==> src/include/axis_torque_monitor_accel_change_params.svh <==
`ifndef AXIS_TORQUE_MONITOR_ACCEL_CHANGE_PARAMS_SVH
`define AXIS_TORQUE_MONITOR_ACCEL_CHANGE_PARAMS_SVH

// Number of axes served by one block
`define ATM_NUM_AXES 4

// Torque limits in 0.1 percent units
`define ATM_TL_DEFAULT 16'h0BB8
`define ATM_TL_MIN 16'h0001
`define ATM_TL_MAX 16'h2710

// Divisor from 0.1 percent to 1 percent units
`define ATM_STORE_DIV 16'h000A

// A new time of zero keeps the present time
`define ATM_TIME_KEEP 16'h0000

// Reset values of the present acceleration and deceleration times
`define ATM_ACCEL_RESET 16'h0000
`define ATM_DECEL_RESET 16'h0000

`endif

==> src/include/axis_torque_monitor_accel_change_pkg.sv <==
package axis_torque_monitor_accel_change_pkg;

  // Torque limit pair, both in 0.1 percent units
  typedef struct packed {
    logic [15:0] pos;
    logic [15:0] neg;
  } torque_pair_t;

  // Acceleration and deceleration times in milliseconds
  typedef struct packed {
    logic [15:0] accel;
    logic [15:0] decel;
  } accdec_t;

  // Speed change command towards the axis profile generator
  typedef struct packed {
    logic [31:0] speed;
    accdec_t     times;
  } speed_cmd_t;

  // Which indirect sources are configured for an axis
  typedef struct packed {
    logic enable_cfg;
    logic accel_cfg;
    logic decel_cfg;
  } change_cfg_t;

  typedef enum logic [0:0] {
    SC_IDLE,
    SC_ISSUE
  } sc_state_t;

endpackage

==> src/hdl/axis_torque_monitor_accel_change.sv <==
// What this block does
// - Each axis has separate positive and negative torque limit monitors spanning 0.1 to 1000.0 percent.
// - The positive monitor holds the counter_clockwise driving limit, also the clockwise regenerative limit.
// - The negative monitor holds the clockwise driving limit, also the counter_clockwise regenerative limit.
// - When the amplifier powers on, both torque limits are loaded with 300.0 percent; the monitors take it at the next operation cycle.
// - The positive limit alone is copied in 1 percent units into the axis torque limit store.
// - Time replacement happens only as part of a speed change.
// - With the enable bit set, a speed change uses the supplied new times.
// - With the enable bit clear, a speed change keeps the present times.
// - A new acceleration time of zero keeps the present acceleration time.
// - With enable set, a new acceleration time of 1 to 65535 ms replaces the present one.
// - A new deceleration time of zero keeps the present deceleration time.
// - With enable set, a new deceleration time of 1 to 65535 ms replaces the present one.
// - An axis with no enable source configured never changes its times on a speed change.
// - An unconfigured new acceleration or deceleration source leaves that time unchanged.
// - Both monitor words are refreshed once each operation cycle.
// - Enable and new times are sampled only when a speed change request is accepted.
`include "axis_torque_monitor_accel_change_params.svh"
`timescale 1ns/100ps
`default_nettype none

module axis_torque_monitor_accel_change (
  input  wire logic                                                   ref_clk,
  input  wire logic                                                   sys_rst,
  input  wire logic                                                   clk_en,
  input  wire logic                                                   op_cycle_tick,
  input  wire logic [`ATM_NUM_AXES-1:0]                               amp_powered,
  input  wire logic [`ATM_NUM_AXES-1:0]                               torque_set,
  input  wire axis_torque_monitor_accel_change_pkg::torque_pair_t [`ATM_NUM_AXES-1:0] torque_set_value,
  input  wire logic [`ATM_NUM_AXES-1:0]                               motion_start,
  input  wire axis_torque_monitor_accel_change_pkg::accdec_t [`ATM_NUM_AXES-1:0] start_times,
  input  wire axis_torque_monitor_accel_change_pkg::change_cfg_t [`ATM_NUM_AXES-1:0] change_cfg,
  input  wire logic [`ATM_NUM_AXES-1:0]                               time_change_enable,
  input  wire axis_torque_monitor_accel_change_pkg::accdec_t [`ATM_NUM_AXES-1:0] new_times,
  input  wire logic [`ATM_NUM_AXES-1:0]                               speed_change_request,
  input  wire logic [`ATM_NUM_AXES-1:0][31:0]                         speed_change_value,
  input  wire logic [`ATM_NUM_AXES-1:0]                               speed_cmd_ready,
  output var  axis_torque_monitor_accel_change_pkg::torque_pair_t [`ATM_NUM_AXES-1:0] amp_torque_limit,
  output var  axis_torque_monitor_accel_change_pkg::torque_pair_t [`ATM_NUM_AXES-1:0] torque_monitor,
  output var  logic [`ATM_NUM_AXES-1:0][15:0]                         axis_torque_limit_store,
  output var  axis_torque_monitor_accel_change_pkg::accdec_t [`ATM_NUM_AXES-1:0] present_times,
  output var  logic [`ATM_NUM_AXES-1:0]                               speed_cmd_valid,
  output var  axis_torque_monitor_accel_change_pkg::speed_cmd_t [`ATM_NUM_AXES-1:0] speed_cmd,
  output var  logic [`ATM_NUM_AXES-1:0]                               speed_change_busy
);

  ////////////////////////////////////////////////////////////////////////////
  // Helpers

  // Keep a commanded limit inside 0.1 .. 1000.0 percent
  function automatic logic [15:0] clamp_limit(input logic [15:0] value);
    logic [15:0] result;
    result = value;
    if (value < `ATM_TL_MIN) begin
      result = `ATM_TL_MIN;
    end else if (value > `ATM_TL_MAX) begin
      result = `ATM_TL_MAX;
    end
    return result;
  endfunction

  // Pick the time a speed change will use
  function automatic logic [15:0] pick_time(input logic        enabled,
                                            input logic        src_cfg,
                                            input logic [15:0] new_time,
                                            input logic [15:0] cur_time);
    logic [15:0] result;
    result = cur_time;
    if (enabled && src_cfg && (new_time != `ATM_TIME_KEEP)) begin
      result = new_time;
    end
    return result;
  endfunction

  ////////////////////////////////////////////////////////////////////////////
  // One slice per axis

  genvar ax;
  generate
    for (ax = 0; ax < `ATM_NUM_AXES; ax = ax + 1) begin : g_axis

      //////////////////////////////////////////////////////////////////////
      // Torque limit path

      axis_torque_monitor_accel_change_pkg::torque_pair_t limit;
      axis_torque_monitor_accel_change_pkg::torque_pair_t next_limit;
      axis_torque_monitor_accel_change_pkg::torque_pair_t monitor;
      axis_torque_monitor_accel_change_pkg::torque_pair_t next_monitor;
      logic [15:0] store;
      logic [15:0] next_store;
      logic        powered_q;
      logic        next_powered_q;
      logic        power_rise;

      assign power_rise = amp_powered[ax] & ~powered_q;

      always_comb begin
        next_powered_q = amp_powered[ax];
        next_limit     = limit;
        next_monitor   = monitor;
        next_store     = store;
        // Power-on default overrides a same-cycle set
        if (power_rise) begin
          next_limit.pos = `ATM_TL_DEFAULT;
          next_limit.neg = `ATM_TL_DEFAULT;
        end else if (torque_set[ax]) begin
          next_limit.pos = clamp_limit(torque_set_value[ax].pos);
          next_limit.neg = clamp_limit(torque_set_value[ax].neg);
        end
        // Monitor words follow the command once per cycle, not every clock
        if (op_cycle_tick) begin
          next_monitor.pos = limit.pos;
          next_monitor.neg = limit.neg;
          // Truncating divide; the negative limit is never stored
          next_store = 16'(limit.pos / `ATM_STORE_DIV);
        end
      end

      always_ff @(posedge ref_clk) begin
        if (sys_rst) begin
          powered_q   <= 1'b0;
          limit.pos   <= `ATM_TL_DEFAULT;
          limit.neg   <= `ATM_TL_DEFAULT;
          monitor.pos <= `ATM_TL_DEFAULT;
          monitor.neg <= `ATM_TL_DEFAULT;
          store       <= 16'(`ATM_TL_DEFAULT / `ATM_STORE_DIV);
        end else if (clk_en) begin
          powered_q <= next_powered_q;
          limit     <= next_limit;
          monitor   <= next_monitor;
          store     <= next_store;
        end
      end

      assign amp_torque_limit[ax]        = limit;
      assign torque_monitor[ax]          = monitor;
      assign axis_torque_limit_store[ax] = store;

      //////////////////////////////////////////////////////////////////////
      // Speed change with optional time replacement

      axis_torque_monitor_accel_change_pkg::sc_state_t  state;
      axis_torque_monitor_accel_change_pkg::sc_state_t  next_state;
      axis_torque_monitor_accel_change_pkg::accdec_t    cur;
      axis_torque_monitor_accel_change_pkg::accdec_t    next_cur;
      axis_torque_monitor_accel_change_pkg::speed_cmd_t cmd;
      axis_torque_monitor_accel_change_pkg::speed_cmd_t next_cmd;
      logic enabled;
      logic accept;

      // No enable source means the enable bit reads as off forever
      assign enabled = change_cfg[ax].enable_cfg & time_change_enable[ax];
      assign accept  = (state == axis_torque_monitor_accel_change_pkg::SC_IDLE)
                       & speed_change_request[ax];

      always_comb begin
        next_state = state;
        next_cur   = cur;
        next_cmd   = cmd;
        case (state)
          axis_torque_monitor_accel_change_pkg::SC_IDLE: begin
            // A new positioning start reloads the present times, unless a request is accepted in the same cycle
            if (motion_start[ax]) begin
              next_cur = start_times[ax];
            end
            // Sources are looked at only here, on acceptance
            if (accept) begin
              next_cmd.speed = speed_change_value[ax];
              next_cmd.times.accel = pick_time(enabled, change_cfg[ax].accel_cfg,
                                               new_times[ax].accel,
                                               cur.accel);
              next_cmd.times.decel = pick_time(enabled, change_cfg[ax].decel_cfg,
                                               new_times[ax].decel,
                                               cur.decel);
              next_cur   = next_cmd.times;
              next_state = axis_torque_monitor_accel_change_pkg::SC_ISSUE;
            end
          end
          axis_torque_monitor_accel_change_pkg::SC_ISSUE: begin
            // Requests are dropped here; the busy flag shows it
            if (speed_cmd_ready[ax]) begin
              next_state = axis_torque_monitor_accel_change_pkg::SC_IDLE;
            end
          end
          default: begin
            next_state = axis_torque_monitor_accel_change_pkg::SC_IDLE;
          end
        endcase
      end

      always_ff @(posedge ref_clk) begin
        if (sys_rst) begin
          state           <= axis_torque_monitor_accel_change_pkg::SC_IDLE;
          cur.accel       <= `ATM_ACCEL_RESET;
          cur.decel       <= `ATM_DECEL_RESET;
          cmd.speed       <= 32'h0000_0000;
          cmd.times.accel <= `ATM_ACCEL_RESET;
          cmd.times.decel <= `ATM_DECEL_RESET;
        end else if (clk_en) begin
          state <= next_state;
          cur   <= next_cur;
          cmd   <= next_cmd;
        end
      end

      assign present_times[ax]     = cur;
      assign speed_cmd[ax]         = cmd;
      assign speed_cmd_valid[ax]   = (state == axis_torque_monitor_accel_change_pkg::SC_ISSUE);
      assign speed_change_busy[ax] = (state == axis_torque_monitor_accel_change_pkg::SC_ISSUE);

    end
  endgenerate

endmodule

`default_nettype wire

==> config.mk <==
export PLATFORM = sky130hd
export DESIGN_NAME = axis_torque_monitor_accel_change
export DESIGN_NICKNAME = d
export VERILOG_FILES = /design/src/include/axis_torque_monitor_accel_change_pkg.sv /design/src/hdl/axis_torque_monitor_accel_change.sv
export VERILOG_INCLUDE_DIRS = /design/src /design/src/include
export SDC_FILE = /design/constraint.sdc
export NUM_CORES = 2
export LEC_CHECK = 0
export CAP_MARGIN = 20
export CORE_AREA = 4 4 483 485
export DETAILED_ROUTE_END_ITERATION = 10
export DIE_AREA = 0 0 487 489
export DONT_BUFFER_PORTS = 1
export HOLD_SLACK_MARGIN = 0.02
export PLACE_DENSITY = 0.38
export SYNTH_ARGS = -nofsm -noshare
export SYNTH_HDL_FRONTEND = slang
export SYNTH_SLANG_ARGS = --single-unit
==> constraint.sdc <==
create_clock -name ref_clk -period 7.9 [get_ports ref_clk]
set_input_delay 1.185 -clock ref_clk [delete_from_list [all_inputs] [get_ports ref_clk]]
set_output_delay 1.185 -clock ref_clk [all_outputs]
set_load 0.05 [all_outputs]
# After elaboration in Yosys (flattened, before gate mapping)

Cells that the tools add are included.
Widths: inputs -> output; s select.

Bits in registers: 712
Bits of input ports: 552
Logic and storage cells: 185
Output and inout port bits: 712

Div/mod/pow operators: 4
Muxes and demuxes: 52
$lt $le $gt $ge: 16
Reduce and logical (&&, ||, !) cells: 45
Bitwise gates (word level): 20

Operators with widths:

| cell                  | count |
|---|---|
| $mux 32               | 16 |
| $mux 16               | 24 |
| $gt 16x14->1 const B  | 8 |
| $lt 16x1->1 const B   | 8 |
| $reduce_bool 16->1    | 8 |
| $div 16x4->16 const B | 4 |
| $reduce_and 3->1      | 8 |
| $logic_and 1x1->1     | 16 |
| $reduce_bool 2->1     | 8 |
| $and 1x1->1           | 12 |
| $reduce_and 2->1      | 5 |
| $mux 1                | 8 |
| $not 1->1             | 8 |
| $pmux 1 s2            | 4 |

# Depth between registers and ports, before layout

Word-level depth: 5
Mapped depth: 21
Mapped depth without buffers: 17

# Least setup slack after synthesis

No wires, ideal clock.

Kind: reg-to-reg
From: register g_axis[0].limit, in the netlist amp_torque_limit[29]
To: register g_axis[0].store[0]
Arrival time: 4.794 ns
Data required time: 7.780 ns
Path buffers: 3
Setup time: 0.120 ns
Clock period less this slack: 4.914 ns
Stages on the path, launching flop included: 21
Path slack: 2.986 ns
Path through: dfxtp_1 -> buf_4 -> nor2b_4 -> buf_6 -> a211oi_2 -> a21oi_1 -> o221a_1 -> buf_6 -> maj3_2 -> a2111o_1 -> a41o_1 -> a31oi_4 -> a221oi_2 -> o21ai_2 -> o311ai_1 -> a31o_2 -> or2_4 -> a311o_1 -> nor4_1 -> a21oi_1 -> o31a_1

Longest elaborated chain between the ends: 1

Ends and longest elaborated chain:

| element                 | RTL line                                | text |
|---|---|---|
| start, declared         | axis_torque_monitor_accel_change.sv:85  | `axis_torque_monitor_accel_change_pkg::torque_pair_t limit;` |
| start signal, assigned  | axis_torque_monitor_accel_change.sv:129 | `limit <= next_limit;` |
| $div 16x4->16 (no line) | --                                      |  |
| end signal, assigned    | axis_torque_monitor_accel_change.sv:126 | `` store <= 16'(`ATM_TL_DEFAULT / `ATM_STORE_DIV); `` |
| end signal, assigned    | axis_torque_monitor_accel_change.sv:131 | `store <= next_store;` |
| end, declared           | axis_torque_monitor_accel_change.sv:89  | `logic [15:0] store;` |

Every way passes these cells.
A chain may end at the register's enable or synchronous reset.

# Worst setup path after layout

From: register g_axis[2].limit, in the netlist amp_torque_limit[95]
To: register g_axis[2].store[0]

Longest elaborated chain between the ends: 1

Ends and longest elaborated chain:

| element                 | RTL line |
|---|---|
| start, declared         | axis_torque_monitor_accel_change.sv:85 |
| start signal, assigned  | axis_torque_monitor_accel_change.sv:129 |
| $div 16x4->16 (no line) | -- |
| end signal, assigned    | axis_torque_monitor_accel_change.sv:126 |
| end signal, assigned    | axis_torque_monitor_accel_change.sv:131 |
| end, declared           | axis_torque_monitor_accel_change.sv:89 |

Every way passes these cells.

==> results by group <==
STA
  • RSZ-0062 raised after global routing: false
  • Final min period: around 6.5 ns
  • Endpoints failing hold: 0
  • Setup TNS Final: 0 ns
  • Clock skew: about 0.033 ns
  • Hold Slack: between 0.4 and 0.5 ns
  • Max Freq: around 150 MHz
  • Slew Limit Fails: 0
  • Post-route setup slack: 1.39 ns
  • # setup viols final: 0
  • Slew HR: roughly 24%
  • Slew @ Worst Pin: roughly 1.1 ns
  • Crit share post-route: between 80% and 90%

Route
  • Via density per instance: around 4.7
  • # DRC: 0
  • Antenna Nets Post-Route: 0
  • DR WL/cell: about 28 µm
  • WL final: 213,000 µm
  • Iter 0 DRT Violations: about 3,000
  • DR pass1 iterations: 5
  • Via Count: roughly 35,000

Worst setup path
  • Delay-heaviest family, CP: simple AND/OR/NAND/NOR gates
  • CP endpoint kind: register
  • Startpoint type of the worst setup path: register
  • Crit path buf inv count: 0
  • Launch point of the worst path: amp_torque_limit[95]$_SDFFE_PP0P_
  • Reg2reg path depth: 17
  • CP max stage cell: dfxtp_1
  • CP Depth: 17
  • Flop-to-flop setup slack: roughly 1.4 ns
  • Worst setup endpoint: g_axis[2].store[0]$_SDFFE_PP0P_
  • Reg-to-reg startpoint: amp_torque_limit[95]$_SDFFE_PP0P_
  • CP max FO: 14
  • Setup Crit Path Kind: register to register
  • R2r endpoint: g_axis[2].store[0]$_SDFFE_PP0P_
  • Worst EP required: between 8 and 9 ns
  • CP peak stage delay: 1.02 ns
  • WP data arrival: roughly 7.1 ns
  • CP cell instances: nor2b_1, o21ai_0, a31oi_1, or2_0, mux2i_1, a2111oi_1, nand2_1, o311a_1, o21ba_2, nand3_1, nand4bb_1, nor2_1, nor3_1, maj3_1, a31o_2, a21oi_1, o22ai_1

Clock network
  • Post-CTS Setup Bufs: 0
  • H-tree Lvls: 3
  • CTS Buf Count: 94
  • CTS tree: yes
  • Resize count post-CTS: 0
  • Clock Tree Buf Depth: 3
  • CTS clk-pin slew, worst paths: roughly 0.060 ns
  • Root buf cell: clkbuf_16
  • CTS sink cnt: 700
  • CTS Hold Bufs: 0
  • Clk Latency, worst-skew pair: 0.74 ns

Logic synthesis
  • Yosys top cell area share: about 40%
  • Yosys cell types: ~110
  • Mapped Avg Cell Area: around 7.6 µm²
  • Top-count cell post-synth: nor2_1
  • Gate Count Post-Synth: 4,574
  • Async S/R FF share, synth: 0%
  • Synth warn: 0
  • Post-synth EDFFs: 0
  • Top post-synthesis cells by area: dfxtp_1 40%, nor2_1 8.4%, a21oi_1 7.0%
  • Register area share after synthesis: 40.2%
  • Leading area contributor after synthesis: dfxtp_1
  • FF+latch count, synth: 700
  • Mapped Area: between 30,000 and 40,000 µm²
  • Top post-synthesis cells by count: 782 x nor2_1, 700 x dfxtp_1, 608 x nand2_1
  • Main synth FF type: dfxtp_1

GRT
  • GR Util All Layers: between 15 and 20%
  • Largest net degree at the start of global routing: 695
  • Remaining global-route overflow: 0
  • Number of global-route vias before repair: 32,409
  • First-pass GRT wire length: around 280,000 µm
  • Initial antenna violation count: between 40 and 50

Die
  • Die area: between 200,000 and 250,000 µm²
  • I/O pin count: 1,264
  • Die width: ~500 µm
  • Initial core utilization: between 15 and 20%
  • Core Area: between 200,000 and 250,000 µm²
  • Die Ht: ~490 µm
  • Row count: approximately 180

Layout
  • P&R area growth vs syn: 18.3%
  • Layout cells sized above 1: under 10%
  • Core Util, Final: between 15 and 20%
  • Post-route cell area: 41,300 µm²
  • Fin nets: 4,920

Power
  • Power Dens Cells: ~260 nW/µm²
  • VDD IR-drop max: approximately 0.14 mV
  • Static Leak: 0.0146 µW

Place
  • Pre-CTS setup slack: approximately 1.4 ns
  • Gpl congestion: ~0.92
  • Dpl cell area: about 38,000 µm²
  • HPWL Detailed: 167,000 µm
  • # port buffers: 0

Job
  • Maxcap violations: 0

Worst hold path
  • Hold Path Class: register to register

Status
  • Run status: completed
## cell families after synthesis
kind of cell,share of synthesized area [%]
AND/OR/NAND/NOR,24.8
XOR/XNOR,0.725
multiplexers,4.42
other,0.0108
flip-flops,40.2
buffers and inverters,5.22
adder cells (fa/ha/maj),0.147
AO/OA/AOI/OAI,24.5
## registers in the layout, summed over array words and instances, names as in the netlist
register          count
amp_torque_limit    128
g_axis.powered_q      4
g_axis.state          4
g_axis.store         52
present_times       128
speed_cmd           256
torque_monitor      128
## metal layers
metal | global-route usage, % | part of all wire (%) | vias up
met3 | 7.84 | 12 | 257
met5 | 0 | 0.032 | -
met2 | 27.3 | 47 | 1611
met4 | 5.61 | 2.7 | 12
li1 | - | - | 15946
met1 | 19.6 | 39 | 17182
## report_power, final
group | switching (µW) | internal [µW]
sequential | 979 | 3730
combinational | 948 | 509
clock | 1940 | 2650
total | 3870 | 6890
## worst min path at each step
stage                                     startpoint                                end  slack, ns  cells past startpoint
floorplan           g_axis[0].powered_q$_SDFFE_PP0P_   g_axis[0].powered_q$_SDFFE_PP0P_       0.46                      2
global placement    g_axis[0].powered_q$_SDFFE_PP0P_   g_axis[0].powered_q$_SDFFE_PP0P_       0.47                      2
detailed placement  amp_torque_limit[1]$_SDFFE_PP0P_     torque_monitor[1]$_SDFFE_PP0P_       0.48                      2
CTS                           speed_change_value[55]        speed_cmd[119]$_SDFFE_PP0P_       0.46                      2
global route                                 sys_rst  amp_torque_limit[81]$_SDFFE_PP0P_       0.47                      1
finish              amp_torque_limit[1]$_SDFFE_PP0P_     torque_monitor[1]$_SDFFE_PP0P_       0.48                      2
## layout by cell type, fill, tap and decap left out, types with 14 or more instances in the layout
| cell | n |
|---|---|
| o211ai_1 | 24 |
| nor2_1 | 782 |
| a22oi_1 | 47 |
| nor4_1 | 68 |
| nor2b_1 | 25 |
| nor3_1 | 79 |
| a21oi_1 | 484 |
| nand3b_1 | 44 |
| a211oi_1 | 164 |
| and2_1 | 32 |
| nand3_1 | 50 |
| or2_2 | 14 |
| dfxtp_1 | 690 |
| clkbuf_16 | 95 |
| o22ai_1 | 181 |
| diode_2 | 22 |
| nand2_1 | 607 |
| a31oi_1 | 36 |
| mux2i_1 | 148 |
| o21a_1 | 15 |
| o31ai_1 | 15 |
| xnor2_1 | 21 |
| a211o_1 | 56 |
| inv_1 | 39 |
| or3_1 | 32 |
| buf_4 | 83 |
| nand4_1 | 29 |
| nand2b_1 | 60 |
| o21ai_0 | 81 |
| clkbuf_8 | 19 |
| clkbuf_1 | 16 |
| o21bai_1 | 26 |
## area by class of cell
type	instances	area (µm²)
diodes	22	55.1
clock inverters	46	581
inverters	44	165
well taps	3026	3790
multi-input cells	3438	19200
repair buffers	90	788
clock buffers	130	2700
flip-flops and latches	700	14000
fillers	25976	188000
## stage by stage
stage,std cells,power [µW]
floorplan,4585,5680
global placement,7292,6170
detailed placement,7293,6180
CTS,7469,10900
global route,7494,11200
finish,7496,10800
## worst reg2reg max path, stage by stage, from the launching register on
cell and delay, ns:
dfxtp_1 1.02, nor2b_1 0.39, o21ai_0 0.14, a31oi_1 0.28
or2_0 0.31, mux2i_1 0.15, a2111oi_1 0.82, nand2_1 0.44
o311a_1 0.46, o21ba_2 0.20, nand3_1 0.10, nand4bb_1 0.51
nor2_1 0.52, nor3_1 0.18, maj3_1 0.38, a31o_2 0.25
a21oi_1 0.12, o22ai_1 0.10
Note: power is estimated with default switching activity, not from simulation.
